--- src/pkg/ira_defines.svh ---
// Constants of the interrupt routing and auto-sleep block
// Summary of operation
// - A source reaches the interrupt logic only while its enable bit is set.
// - Routing bit 0 sends an enabled source to pin b, 1 to pin a.
// - All enabled sources routed to one pin are ORed together.
// - With sleep enabled, the inactivity count sets the idle time before sleep rate.
// - One count unit is 320 ms, or 640 ms at the slowest rate.
// - Enabled events other than sleep and data-ready restart inactivity timing; sleep and data-ready do not.
// - Enabled motion-type events with wake bit set leave sleep; fifo never wakes.
// - Only previously enabled sources restart timing or wake the device.
// - A restarting event before expiry cancels sleep and clears the counter.
// - No restarting event within the period enters sleep mode.
// - Flags held off in sleep return on wake, except data-ready.
// - Enabled sleep interrupt is raised on every mode change both ways.
// - With fifo gate set, mode change keeps fifo, sets error, blocks samples.
// - Pins are active low with polarity 0, active high with 1.
// - Pins drive push-pull with drive bit 0, open-drain with 1.
// - Gate error stays set until the fifo has been emptied.
`ifndef IRA_DEFINES_SVH
`define IRA_DEFINES_SVH

// ****************************************
// Register map
// ****************************************
`define IRA_ADDR_SLEEP_COUNT  8'h29
`define IRA_ADDR_INT_ENABLE   8'h2d
`define IRA_ADDR_INT_ROUTING  8'h2e
`define IRA_REG_RESET         8'h00

// ****************************************
// Event bit positions
// ****************************************
`define IRA_BIT_SLEEP   7
`define IRA_BIT_FIFO    6
`define IRA_BIT_TRANS   5
`define IRA_BIT_ORIENT  4
`define IRA_BIT_TAP     3
`define IRA_BIT_FALL    2
`define IRA_BIT_VECM    1
`define IRA_BIT_DRDY    0
`define IRA_RESTART_MASK 8'h7e
`define IRA_WAKE_MASK    8'h3e

// ****************************************
// Timing
// ****************************************
`define IRA_CLK_KHZ       20000
`define IRA_STEP_MS       320
`define IRA_STEP_LONG_MS  640
`define IRA_STEP_CYC      (`IRA_CLK_KHZ * `IRA_STEP_MS)
`define IRA_STEP_LONG_CYC (`IRA_CLK_KHZ * `IRA_STEP_LONG_MS)
`define IRA_RATE_SLOWEST  3'h7

`endif

--- src/pkg/ira_pkg.sv ---
// Types of the interrupt routing and auto-sleep block
package ira_pkg;
  typedef enum logic {
    MODE_ACTIVE,
    MODE_SLEEP
  } ira_mode_e;
  typedef logic [7:0] ira_byte_t;
endpackage

--- src/rtl/ira_sleep_timer.sv ---
// Inactivity timer that measures idle time in count units
`include "ira_defines.svh"
module ira_sleep_timer #(
  parameter int STEP_CYC = `IRA_STEP_CYC,
  parameter int LONG_CYC = `IRA_STEP_LONG_CYC
) (
  input  wire logic        clk,       // System clock
  input  wire logic        rst_n,     // Synchronised reset, active low
  input  wire logic        run,       // Timing allowed
  input  wire logic        restart,   // Restarting event seen
  input  wire logic        long_step, // Slowest rate selected
  input  wire logic [7:0]  count,     // Programmed idle units
  output logic             expired    // Idle period reached
);
  logic [23:0] pre_r;
  logic [7:0]  units_r;
  logic [23:0] pre_top;

  // Unit length depends on the active rate
  assign pre_top = long_step ? 24'(LONG_CYC - 1) : 24'(STEP_CYC - 1);

  // Prescaler and unit counter, cleared on restart or when not running
  always_ff @(posedge clk or negedge rst_n) begin
    if (!rst_n) begin
      pre_r   <= 24'h000000;
      units_r <= 8'h00;
    end else if (!run || restart) begin
      pre_r   <= 24'h000000;
      units_r <= 8'h00;
    end else if (pre_r >= pre_top) begin
      pre_r <= 24'h000000;
      if (units_r != 8'hff) begin
        units_r <= units_r + 8'h01;
      end
    end else begin
      pre_r <= pre_r + 24'h000001;
    end
  end

  // Expiry once the unit count reaches the programmed value
  assign expired = run && (units_r >= count);
endmodule // ira_sleep_timer

--- src/rtl/ira_irq_router.sv ---
// Interrupt combiner with polarity and drive mode shared by both pins
module ira_irq_router (
  input  wire logic       clk,      // System clock
  input  wire logic       rst_n,    // Synchronised reset, active low
  input  wire logic [7:0] flags,    // Event flags
  input  wire logic [7:0] en,       // Effective enables
  input  wire logic [7:0] route,    // 1 pin a, 0 pin b
  input  wire logic       ipol,     // 1 active high
  input  wire logic       od,       // 1 open-drain
  output logic            pin_a_o,  // Pin a output value
  output logic            pin_a_oe, // Pin a output enable
  output logic            pin_b_o,  // Pin b output value
  output logic            pin_b_oe  // Pin b output enable
);
  logic hit_a;
  logic hit_b;
  logic lvl_a;
  logic lvl_b;

  // OR of enabled flags per pin, then polarity
  assign hit_a = |(flags & en & route);
  assign hit_b = |(flags & en & ~route);
  assign lvl_a = ipol ? hit_a : ~hit_a;
  assign lvl_b = ipol ? hit_b : ~hit_b;

  // Pin drivers updated every clock
  always_ff @(posedge clk or negedge rst_n) begin
    if (!rst_n) begin
      pin_a_o  <= 1'b1;
      pin_a_oe <= 1'b1;
      pin_b_o  <= 1'b1;
      pin_b_oe <= 1'b1;
    end else begin
      pin_a_o  <= od ? 1'b0 : lvl_a;
      pin_a_oe <= od ? ~lvl_a : 1'b1;
      pin_b_o  <= od ? 1'b0 : lvl_b;
      pin_b_oe <= od ? ~lvl_b : 1'b1;
    end
  end
endmodule // ira_irq_router

--- src/rtl/ira_top.sv ---
// Interrupt routing and auto-sleep controller top
`include "ira_defines.svh"
module ira_top #(
  parameter int STEP_CYC = `IRA_STEP_CYC,
  parameter int LONG_CYC = `IRA_STEP_LONG_CYC
) (
  input  wire logic       ref_clk,            // System clock, 20 MHz
  input  wire logic       arst_n,             // Asynchronous reset, active low
  input  wire logic       reg_wr_en,          // Register write strobe
  input  wire logic [7:0] reg_addr,           // Register address
  input  wire logic [7:0] reg_wdata,          // Register write data
  output logic      [7:0] reg_rdata,          // Register read data
  input  wire logic [6:0] event_flags,        // Detector flags, fifo..data-ready
  input  wire logic [7:0] wake_ctrl,          // Wake enables at event positions
  input  wire logic       sleep_enable,       // Auto-sleep enable
  input  wire logic [2:0] active_rate_select, // Active rate code
  input  wire logic       ipol,               // Pin polarity, 1 active high
  input  wire logic       irq_output_drive,   // 1 open-drain
  input  wire logic       fifo_gate,          // Keep fifo on mode change
  input  wire logic       fifo_empty,         // Fifo holds no samples
  input  wire logic       sleep_event_clear,  // Host read of sleep source
  output logic            irq_pin_a_o,        // Pin a value
  output logic            irq_pin_a_oe,       // Pin a enable
  output logic            irq_pin_b_o,        // Pin b value
  output logic            irq_pin_b_oe,       // Pin b enable
  output logic            sleep_mode,         // Sleep rate in use
  output logic            sleep_wake_event,   // Sticky sleep/wake flag
  output logic            fifo_gate_error,    // Gate error, samples blocked
  output logic            fifo_flush          // Flush pulse on mode change with fifo gate clear
);
  // ****************************************
  // Reset release
  // ****************************************
  logic [1:0] rst_sync_r;
  logic       rst_n;

  // Two-stage release of the asynchronous reset
  always_ff @(posedge ref_clk or negedge arst_n) begin
    if (!arst_n) begin
      rst_sync_r <= 2'h0;
    end else begin
      rst_sync_r <= {rst_sync_r[0], 1'b1};
    end
  end
  assign rst_n = rst_sync_r[1];

  // ****************************************
  // Registers
  // ****************************************
  ira_pkg::ira_byte_t sleep_count_r;
  ira_pkg::ira_byte_t int_en_r;
  ira_pkg::ira_byte_t int_route_r;

  // Register writes at the printed offsets
  always_ff @(posedge ref_clk or negedge rst_n) begin
    if (!rst_n) begin
      sleep_count_r <= `IRA_REG_RESET;
      int_en_r      <= `IRA_REG_RESET;
      int_route_r   <= `IRA_REG_RESET;
    end else if (reg_wr_en) begin
      case (reg_addr)
        `IRA_ADDR_SLEEP_COUNT: sleep_count_r <= reg_wdata;
        `IRA_ADDR_INT_ENABLE:  int_en_r      <= reg_wdata;
        `IRA_ADDR_INT_ROUTING: int_route_r   <= reg_wdata;
        default:               int_en_r      <= int_en_r;
      endcase
    end
  end

  // Read data, zero for unmapped addresses
  always_ff @(posedge ref_clk or negedge rst_n) begin
    if (!rst_n) begin
      reg_rdata <= 8'h00;
    end else begin
      case (reg_addr)
        `IRA_ADDR_SLEEP_COUNT: reg_rdata <= sleep_count_r;
        `IRA_ADDR_INT_ENABLE:  reg_rdata <= int_en_r;
        `IRA_ADDR_INT_ROUTING: reg_rdata <= int_route_r;
        default:               reg_rdata <= 8'h00;
      endcase
    end
  end

  // ****************************************
  // Event qualification
  // ****************************************
  ira_pkg::ira_mode_e mode_r;
  ira_pkg::ira_mode_e mode_nxt;
  logic               sleep_evt_r;
  logic               drdy_hold_r;
  logic [7:0]         all_flags;
  logic [7:0]         suppress;
  logic [7:0]         en_eff;
  logic               restart;
  logic               wake;
  logic               expired;
  logic               change;

  // Full event vector with the internal sleep/wake flag on top
  assign all_flags = {sleep_evt_r, event_flags};

  // Sleep holds off motion detectors without wake enable, data-ready stays off
  assign suppress = ((mode_r == ira_pkg::MODE_SLEEP) ? (`IRA_WAKE_MASK & ~wake_ctrl)
                    : 8'h00) | {7'h00, drdy_hold_r};
  assign en_eff   = int_en_r & ~suppress;

  // Restart and wake consider only enabled sources
  assign restart = |(all_flags & int_en_r & `IRA_RESTART_MASK);
  assign wake    = |(all_flags & int_en_r & wake_ctrl & `IRA_WAKE_MASK);

  // ****************************************
  // Mode control
  // ****************************************
  ira_sleep_timer #(
    .STEP_CYC (STEP_CYC),
    .LONG_CYC (LONG_CYC)
  ) u_timer (
    .clk       (ref_clk),
    .rst_n     (rst_n),
    .run       ((mode_r == ira_pkg::MODE_ACTIVE) && sleep_enable),
    .restart   (restart),
    .long_step (active_rate_select == `IRA_RATE_SLOWEST),
    .count     (sleep_count_r),
    .expired   (expired)
  );

  // Next mode from expiry and wake events
  always_comb begin
    mode_nxt = mode_r;
    case (mode_r)
      ira_pkg::MODE_ACTIVE: begin
        if (sleep_enable && expired && !restart) begin
          mode_nxt = ira_pkg::MODE_SLEEP;
        end
      end
      ira_pkg::MODE_SLEEP: begin
        if (wake || !sleep_enable) begin
          mode_nxt = ira_pkg::MODE_ACTIVE;
        end
      end
      default: mode_nxt = ira_pkg::MODE_ACTIVE;
    endcase
  end
  assign change = (mode_nxt != mode_r);

  // Mode state and its output copy
  always_ff @(posedge ref_clk or negedge rst_n) begin
    if (!rst_n) begin
      mode_r     <= ira_pkg::MODE_ACTIVE;
      sleep_mode <= 1'b0;
    end else begin
      mode_r     <= mode_nxt;
      sleep_mode <= (mode_nxt == ira_pkg::MODE_SLEEP);
    end
  end

  // Sticky sleep/wake flag, a new change wins over the clear
  always_ff @(posedge ref_clk or negedge rst_n) begin
    if (!rst_n) begin
      sleep_evt_r <= 1'b0;
    end else if (change && int_en_r[`IRA_BIT_SLEEP]) begin
      sleep_evt_r <= 1'b1;
    end else if (sleep_event_clear) begin
      sleep_evt_r <= 1'b0;
    end
  end
  assign sleep_wake_event = sleep_evt_r;

  // Data-ready stays off after sleep until the enable register is written
  always_ff @(posedge ref_clk or negedge rst_n) begin
    if (!rst_n) begin
      drdy_hold_r <= 1'b0;
    end else if (mode_nxt == ira_pkg::MODE_SLEEP && change) begin
      drdy_hold_r <= 1'b1;
    end else if (reg_wr_en && reg_addr == `IRA_ADDR_INT_ENABLE) begin
      drdy_hold_r <= 1'b0;
    end
  end

  // Fifo gate error or flush on each mode change
  always_ff @(posedge ref_clk or negedge rst_n) begin
    if (!rst_n) begin
      fifo_gate_error <= 1'b0;
      fifo_flush      <= 1'b0;
    end else begin
      fifo_flush <= change && !fifo_gate;
      if (change && fifo_gate) begin
        fifo_gate_error <= 1'b1;
      end else if (fifo_empty) begin
        fifo_gate_error <= 1'b0;
      end
    end
  end

  // ****************************************
  // Pin logic
  // ****************************************
  ira_irq_router u_router (
    .clk      (ref_clk),
    .rst_n    (rst_n),
    .flags    (all_flags),
    .en       (en_eff),
    .route    (int_route_r),
    .ipol     (ipol),
    .od       (irq_output_drive),
    .pin_a_o  (irq_pin_a_o),
    .pin_a_oe (irq_pin_a_oe),
    .pin_b_o  (irq_pin_b_o),
    .pin_b_oe (irq_pin_b_oe)
  );

  // ****************************************
  // Checks
  // ****************************************
  logic ipol_q;
  logic od_q;
  logic act_a;
  logic act_b;

  // Settings of the previous cycle, to decode pin activity
  always_ff @(posedge ref_clk or negedge rst_n) begin
    if (!rst_n) begin
      ipol_q <= 1'b0;
      od_q   <= 1'b0;
    end else begin
      ipol_q <= ipol;
      od_q   <= irq_output_drive;
    end
  end
  assign act_a = od_q ? (ipol_q ? !irq_pin_a_oe : irq_pin_a_oe) : (irq_pin_a_o == ipol_q);
  assign act_b = od_q ? (ipol_q ? !irq_pin_b_oe : irq_pin_b_oe) : (irq_pin_b_o == ipol_q);

  // Pin and mode checks
  a_enable_gate: assert property (@(posedge ref_clk) disable iff (!rst_n)
    (int_en_r == 8'h00) |=> (!act_a && !act_b))
    else $error("pin active with all enables clear");
  a_route_pin_b: assert property (@(posedge ref_clk) disable iff (!rst_n)
    ##1 (act_b == $past(|(all_flags & en_eff & ~int_route_r))))
    else $error("pin b does not follow routed flags");
  a_route_or_a: assert property (@(posedge ref_clk) disable iff (!rst_n)
    ##1 (act_a == $past(|(all_flags & en_eff & int_route_r))))
    else $error("pin a is not the OR of routed flags");
  a_polarity_idle: assert property (@(posedge ref_clk) disable iff (!rst_n)
    (!ipol && !irq_output_drive && !(|(all_flags & en_eff))) |=> (irq_pin_a_o && irq_pin_b_o))
    else $error("idle active-low pin not high");
  a_drive_mode: assert property (@(posedge ref_clk) disable iff (!rst_n)
    irq_output_drive |=> (!irq_pin_a_o && !irq_pin_b_o))
    else $error("open-drain pin drives high");
  a_restart_holds: assert property (@(posedge ref_clk) disable iff (!rst_n)
    (mode_r == ira_pkg::MODE_ACTIVE && restart) |=> (mode_r == ira_pkg::MODE_ACTIVE) [*2])
    else $error("sleep entered despite restarting event");
  a_sleep_entry: assert property (@(posedge ref_clk) disable iff (!rst_n)
    (mode_r == ira_pkg::MODE_ACTIVE && sleep_enable && expired && !restart)
    |=> (mode_r == ira_pkg::MODE_SLEEP && sleep_mode))
    else $error("sleep not entered on expiry");
  a_wake_exit: assert property (@(posedge ref_clk) disable iff (!rst_n)
    (mode_r == ira_pkg::MODE_SLEEP && sleep_enable)
    |=> (mode_r == ira_pkg::MODE_ACTIVE) == $past(wake))
    else $error("wake decision wrong");
  a_sleep_event: assert property (@(posedge ref_clk) disable iff (!rst_n)
    (change && int_en_r[`IRA_BIT_SLEEP]) |=> sleep_evt_r)
    else $error("mode change did not raise sleep flag");
  a_gate_error: assert property (@(posedge ref_clk) disable iff (!rst_n)
    (change && fifo_gate) |=> (fifo_gate_error && !fifo_flush))
    else $error("gated change did not set gate error");
  a_drdy_hold: assert property (@(posedge ref_clk) disable iff (!rst_n)
    (mode_r == ira_pkg::MODE_SLEEP) |-> !en_eff[`IRA_BIT_DRDY])
    else $error("data-ready enabled during sleep");

  // Fifo, flag, counter, register and push-pull checks
  a_flush_pulse: assert property (@(posedge ref_clk) disable iff (!rst_n)
    (change && !fifo_gate) |=> fifo_flush)
    else $error("ungated change did not flush");
  a_gate_hold: assert property (@(posedge ref_clk) disable iff (!rst_n)
    (fifo_gate_error && !fifo_empty) |=> fifo_gate_error)
    else $error("gate error dropped before fifo emptied");
  a_gate_clear: assert property (@(posedge ref_clk) disable iff (!rst_n)
    (fifo_empty && !(change && fifo_gate)) |=> !fifo_gate_error)
    else $error("gate error kept after fifo emptied");
  a_flag_clear: assert property (@(posedge ref_clk) disable iff (!rst_n)
    (sleep_event_clear && !(change && int_en_r[`IRA_BIT_SLEEP])) |=> !sleep_evt_r)
    else $error("sleep flag not cleared by source read");
  a_restart_clear: assert property (@(posedge ref_clk) disable iff (!rst_n)
    (restart && !reg_wr_en && sleep_count_r != 8'h00) |=> !expired)
    else $error("restart did not clear the sleep counter");
  a_rdata_map: assert property (@(posedge ref_clk) disable iff (!rst_n)
    (reg_addr == `IRA_ADDR_INT_ENABLE) |=> (reg_rdata == $past(int_en_r)))
    else $error("enable register read wrong");
  a_push_pull: assert property (@(posedge ref_clk) disable iff (!rst_n)
    !irq_output_drive |=> (irq_pin_a_oe && irq_pin_b_oe))
    else $error("push-pull pin not driven");

  // Main scenarios reached
  c_sleep_entry: cover property (@(posedge ref_clk) disable iff (!rst_n)
    (mode_r == ira_pkg::MODE_ACTIVE) ##1 (mode_r == ira_pkg::MODE_SLEEP));
  c_wake_exit: cover property (@(posedge ref_clk) disable iff (!rst_n)
    (mode_r == ira_pkg::MODE_SLEEP) && wake);
  c_both_pins: cover property (@(posedge ref_clk) disable iff (!rst_n)
    act_a && act_b);
  c_gated_change: cover property (@(posedge ref_clk) disable iff (!rst_n)
    change && fifo_gate);
  c_restart_cancel: cover property (@(posedge ref_clk) disable iff (!rst_n)
    (mode_r == ira_pkg::MODE_ACTIVE) && sleep_enable && restart);
endmodule // ira_top

--- config.mk ---
export PLATFORM = sky130hd
export DESIGN_NAME = ira_top
export DESIGN_NICKNAME = d
export VERILOG_FILES = /design/src/pkg/ira_pkg.sv /design/src/rtl/ira_sleep_timer.sv /design/src/rtl/ira_irq_router.sv /design/src/rtl/ira_top.sv
export VERILOG_INCLUDE_DIRS = /design/src /design/src/pkg
export SDC_FILE = /design/constraint.sdc
export NUM_CORES = 1
export LEC_CHECK = 0
export ABC_AREA = 0
export BUFFER_PORTS_ARGS = -buffer_cell sky130_fd_sc_hd__buf_2
export CAP_MARGIN = 20
export CORE_UTILIZATION = 55
export CTS_CLUSTER_DIAMETER = 50
export DETAILED_ROUTE_END_ITERATION = 8
export GPL_TIMING_DRIVEN = 0
export PLACE_DENSITY = 0.86
export SLEW_MARGIN = 0
export SYNTH_ARGS = -nofsm -noshare
export SYNTH_HDL_FRONTEND = slang
export SYNTH_SLANG_ARGS = --single-unit
--- constraint.sdc ---
create_clock -name ref_clk -period 5.2 [get_ports ref_clk]
set_input_delay 0.26 -clock ref_clk [delete_from_list [all_inputs] [get_ports ref_clk]]
set_output_delay 0.26 -clock ref_clk [all_outputs]
set_load 0.02 [all_outputs]
# --- Word level (Yosys, flattened, before mapping) ---
# Cells that the tools add are included.
totals:
  out_inout_bits: 16
  register_bits: 75
  inputBits: 43
  elab_cells: 92
classes:
  n_bitwise: 15
  addsub: 2
  n_eq_ne: 6
  order_cmp: 2
  n_reduce_logical: 28
  muxes: 23
ops:
  columns: ["op", "count"]
  rows:
  - ["$mux 24", 3]
  - ["$and 8x8->8", 4]
  - ["$add 24x1->24 const B", 1]
  - ["$eq 8x6->1 const B", 3]
  - ["$ge 24x24->1", 1]
  - ["$mux 8", 3]
  - ["$pmux 8 s3", 1]
  - ["$reduce_or 8->1", 2]
  - ["$mux 1", 14]
  - ["$reduce_bool 2->1", 5]
  - ["$logic_and 1x1->1", 9]
  - ["$add 8x1->8 const B", 1]
  - ["$ge 8x8->1", 1]
  - ["$ne 8x8->1 const B", 1]
  - ["$not 6->8", 1]
  - ["$not 8->8", 1]
  - ["$reduce_and 2->1", 4]
  - ["$and 7x7->7", 1]
  - ["$and 6x6->6", 1]
  - ["$mux 6", 1]
  - ["$not 6->6", 1]
  - ["$or 6x1->6", 1]
  - ["$reduce_or 6->1", 1]
  - ["$not 1->1", 5]
  - ["6 further kinds", 10]

# --- Longest topological paths before layout ---
logic_depth:
  ltp_word: 12
  ltp_mapped: 9
  mapped_depth_nobuf: 8

# --- Cells and area by module ---
# A second synthesis with hierarchy kept.
unflattened:
  cells_unflattened: 387
  area_unflattened_um2: 4127.7
by_module_without_submodules:
  columns: ["mod", "seq_area_each_um2", "cells_per_inst", "area_each_um2", "n_inst"]
  rows:
  - ["ira_sleep_timer", 800.8, 218, 2064.5, 1]
  - ["ira_top", 975.9, 133, 1762.9, 1]
  - ["ira_irq_router", 105.1, 36, 300.3, 1]

# --- Worst setup path before layout ---
# No wires, ideal clock.
synth_timing:
  path_type: "register -> register"
  from: "register int_en_r[4]"
  to: "register u_timer.units_r[0]"
  required_ps: 5134
  setup_ps: 66
  path_buffers: 1
  path_slack_ps: 3250
  period_less_slack_ps: 1950
  arrival_time_ps: 1884
  stages_incl_launch_ff: 8
  cell_sequence: "dfrtp_1 a222oi_1 nand4_2 a311oi_1 o21ai_1 buf_2 a211oi_1 a31o_1"
synth_between:
  elab_chain_len: 5
  elab_cells_between_ends: 7
  classes_between: "mux (1); bitwise (1); reduce/logical (5)"
synth_lines:
  columns: ["item", "line_no", "rtl"]
  rows:
  - ["start: declaration", "ira_top.sv:51", "ira_pkg::ira_byte_t int_en_r;"]
  - ["start signal: assignment", "ira_top.sv:58", "int_en_r <= `IRA_REG_RESET;"]
  - ["start signal: assignment", "ira_top.sv:63", "`IRA_ADDR_INT_ENABLE: int_en_r <= reg_wdata;"]
  - ["start signal: assignment", "ira_top.sv:65", "default: int_en_r <= int_en_r;"]
  - ["$and 7x7->7 *", null, null]
  - ["$reduce_or 6->1 *", "ira_top.sv:108", "assign restart = |(all_flags & int_en_r & `IRA_RESTART_MASK);"]
  - ["$logic_or 1x1->1 *", "ira_sleep_timer.sv:27", "end else if (!run || restart) begin"]
  - ["$reduce_bool 2->1 (no source line)", null, null]
  - ["$reduce_and 2->1 (no source line)", null, null]
  - ["end signal: assignment", "ira_sleep_timer.sv:33", "units_r <= units_r + 8'h01;"]
  - ["end: declaration", "ira_sleep_timer.sv:16", "logic [7:0] units_r;"]
# Every way passes the cells marked *; elsewhere a longest branch is shown, timed or not.
# A chain may end at the register's enable or synchronous reset.

# --- Worst setup path after layout ---
layout_timing:
  from: "register int_en_r[4]"
  to: "register u_timer.units_r[5]"
# Same word-level chain as after synthesis.

==> metrics.txt <==
outcome finished clean; via count 3154; Cell variety after synth 57; Sink Count 75; most common cell after layout, fill and taps aside dfrtp_1; largest cells by area after synthesis dfrtp_1 (46%), nand2_1 (4.8%), ha_1 (4.5%), mux2_2 (4.4%), nor2_1 (3.8%); Slew headroom 39.2%; min cycle time layout 2380 ps; Post-Route WL 8020 µm; Setup Skew 7.90 ps; WP data arrival 2610 ps; Total Neg Setup Slack 0 ps; nets 517; Hold Buf Count CTS 1; fmax 0.420 GHz; Post-Syn Nets 450; slowest CP cell a222oi_1; Gate power share 8.9%; worst vdd ir 0.183 mV; antenna violations before repair 0; fraction of layout cells with a size suffix above 1 22.4%; post-synthesis cell type with the largest combined area dfrtp_1; critical path depth 6; Internal Power 848 µW; Critical Path RT 5430 ps; Die W 85.8 µm; vias in the first global route 3092; Yosys warning total 0; Cell Area, Synth 3860 µm²; most frequent cells in the layout dfrtp_1 (70), buf_2 (60), nand2_1 (49), nor2_1 (39), o21ai_0 (25); Async S/R FF share, synth 100%; # Post-CTS Setup Buffers 0; NetSw 284 µW; Worst Path Max Fanout 10; reg2reg path depth 6; # Max-Cap Violations 0; IO buf count 55; TritonCTS Buffers 9; Die ar. 7360 µm²; crit end category flip-flop; post-synthesis sequential area ratio 48.7%; fin. max-slew vios 0; syn avg cell area 9.82 µm²; routed vias/inst 5.62; first-pass GRT wire length 13400 µm; sequential power share 55.6%; PwrDens 255 nW/µm²; GRT Util Overall 23.6%; sw frac 25.1%; grt total ovfl 0; pre-CTS setup slack 2800 ps; CTS tree yes; DR DRC count 0; Max H-tree Level 3; post-route antenna net violation count 0; clock tree buffer depth 2; Iter 0 DRT Violations 143; CP peak stage delay 440 ps; num ports 59; Cell Chain, Critical Path a222oi_1 > nand4_2 > a311oi_1 > o21ai_1 > clkbuf_1 > a31o_2; area share of the largest cell type after synthesis 46.0%; wire per inst 14.3 µm; Post-synth EDFFs 0; CP Buf/Inv Count 1; die height 85.8 µm; root buf cell clkbuf_8; Final Hold Fails 0; count of state elements after synthesis 75; largest net degree at the start of global routing 74; startpoint types flip-flop; Starting Density 56.8%; Pleak 0.00215 µW; DR pass1 iterations 4; worst skew pair latency 340 ps; Syn Inst Count 393; Slew @ Worst Pin 911 ps; Final GP Congestion 0.853; Clk pwr share 35.5%; Main synth FF type dfrtp_1; antenna fix cells 0; Worst-path clk slew 70 ps; reg2reg setup slack 2820 ps; Setup Crit Path Kind reg -> reg; final setup fails 0; Area growth syn-to-layout 15.1%; Hold Path Cell Cnt 2; DP HPWL 5850 µm; crit share post-route 45.8%; RSZ-0062 raised after global routing false; setup ws final 2820 ps; post-CTS sizing 0; Top delay family on crit path compound AO/OA/AOI/OAI gates; FP Rows 30; core box area 6790 µm²; class of the worst hold path in -> reg
==> final timing paths <==
path,to,from
worst max-delay path,u_timer.units_r[5]$_DFFE_PN0P_,int_en_r[4]$_DFFE_PN0P_
worst min-delay path,u_router.pin_b_o$_DFF_PN1_,irq_output_drive
worst max register to register,u_timer.units_r[5]$_DFFE_PN0P_,int_en_r[4]$_DFFE_PN0P_
worst min register to register,rst_sync_r[1]$_DFF_PN0_,rst_sync_r[0]$_DFF_PN0_
max in group asynchronous,reg_rdata[2]$_DFF_PN0_,rst_sync_r[1]$_DFF_PN0_
min in group asynchronous,rst_sync_r[1]$_DFF_PN0_,arst_n
==> power by group through the flow <==
stage               Clock, µW  Sequential [µW]  Combinational [µW]
finish                    402              629                 101
global route              434              634                 113
CTS                       408              630                 102
detailed placement          0              641                 100
global placement            0              639                96.1
floorplan                   0              638                58.1
==> through the flow <==
step	cells	instance area (µm²)	power [µW]	util, %	hold slack (ps)
after floorplan	393	3860	696	-	-35.6
after global placement	544	4260	735	62.7	45.0
after detailed placement	544	4260	741	62.7	46.9
after CTS	561	4440	1140	65.4	60.7
after global routing	561	4440	1180	65.4	66.7
final	561	4440	1130	65.4	69.9
==> kinds of logic after synthesis <==
| family | after synthesis | share of synthesized area [%] |
|---|---|---|
| flip-flops | 75 | 48.7 |
| buffers and inverters | 30 | 3.08 |
| other | 1 | 0.0971 |
| adder cells (fa/ha/maj) | 14 | 4.54 |
| AO/OA/AOI/OAI | 73 | 12.1 |
| multiplexers | 23 | 6.45 |
| AND/OR/NAND/NOR | 157 | 20.5 |
| XOR/XNOR | 20 | 4.54 |
==> synth_stat cells (all sizes together), types with 2 or more instances <==
library cell,n
a31oi,2
nor2,39
o2111ai,4
xnor2,5
o21ai,26
dfstp,4
nor2b,3
a32o,2
clkbuf,6
a31o,4
ha,14
a41o,3
nand2b,5
nand4b,2
xor2,15
mux2,15
inv,19
a21oi,19
nor3b,2
and3,4
nand2,49
a21o,2
or2,3
dfrtp,71
nor3,8
nand4,10
buf,5
or3,5
nor4,2
mux2i,8
nand3,18
a211oi,2
==> area by class of cell <==
class / count / area [µm²]
Buffer: 11 / 47.5
Clock buffer: 15 / 166
Clock inverter: 1 / 7.51
Fill cell: 540 / 2350
Inverter: 19 / 71.3
Multi-Input combinational cell: 288 / 1860
Sequential cell: 75 / 1890
Tap cell: 96 / 120
Timing Repair Buffer: 56 / 285
==> state kept, by name (all words and copies together) (netlist names) <==
| signal | flops |
|---|---|
| u_timer.units_r | 8 |
| mode_r | 1 |
| int_en_r | 8 |
| sleep_count_r | 8 |
| drdy_hold_r | 1 |
| u_router.pin_b_oe | 1 |
| fifo_gate_error | 1 |
| rst_sync_r | 2 |
| reg_rdata | 8 |
| u_timer.pre_r | 24 |
| u_router.pin_a_oe | 1 |
| int_route_r | 8 |
| sleep_wake_event | 1 |
| fifo_flush | 1 |
| u_router.pin_a_o | 1 |
| u_router.pin_b_o | 1 |
==> layer usage <==
layer	track usage (%)	wire, µm	up-vias
met1	28.5	3400	1499
met2	40.2	3910	108
met3	3.66	445	22
met4	13.6	263	0
li1	-	-	1525
met5	0	0	-
(Power assumes the default switching activity.)
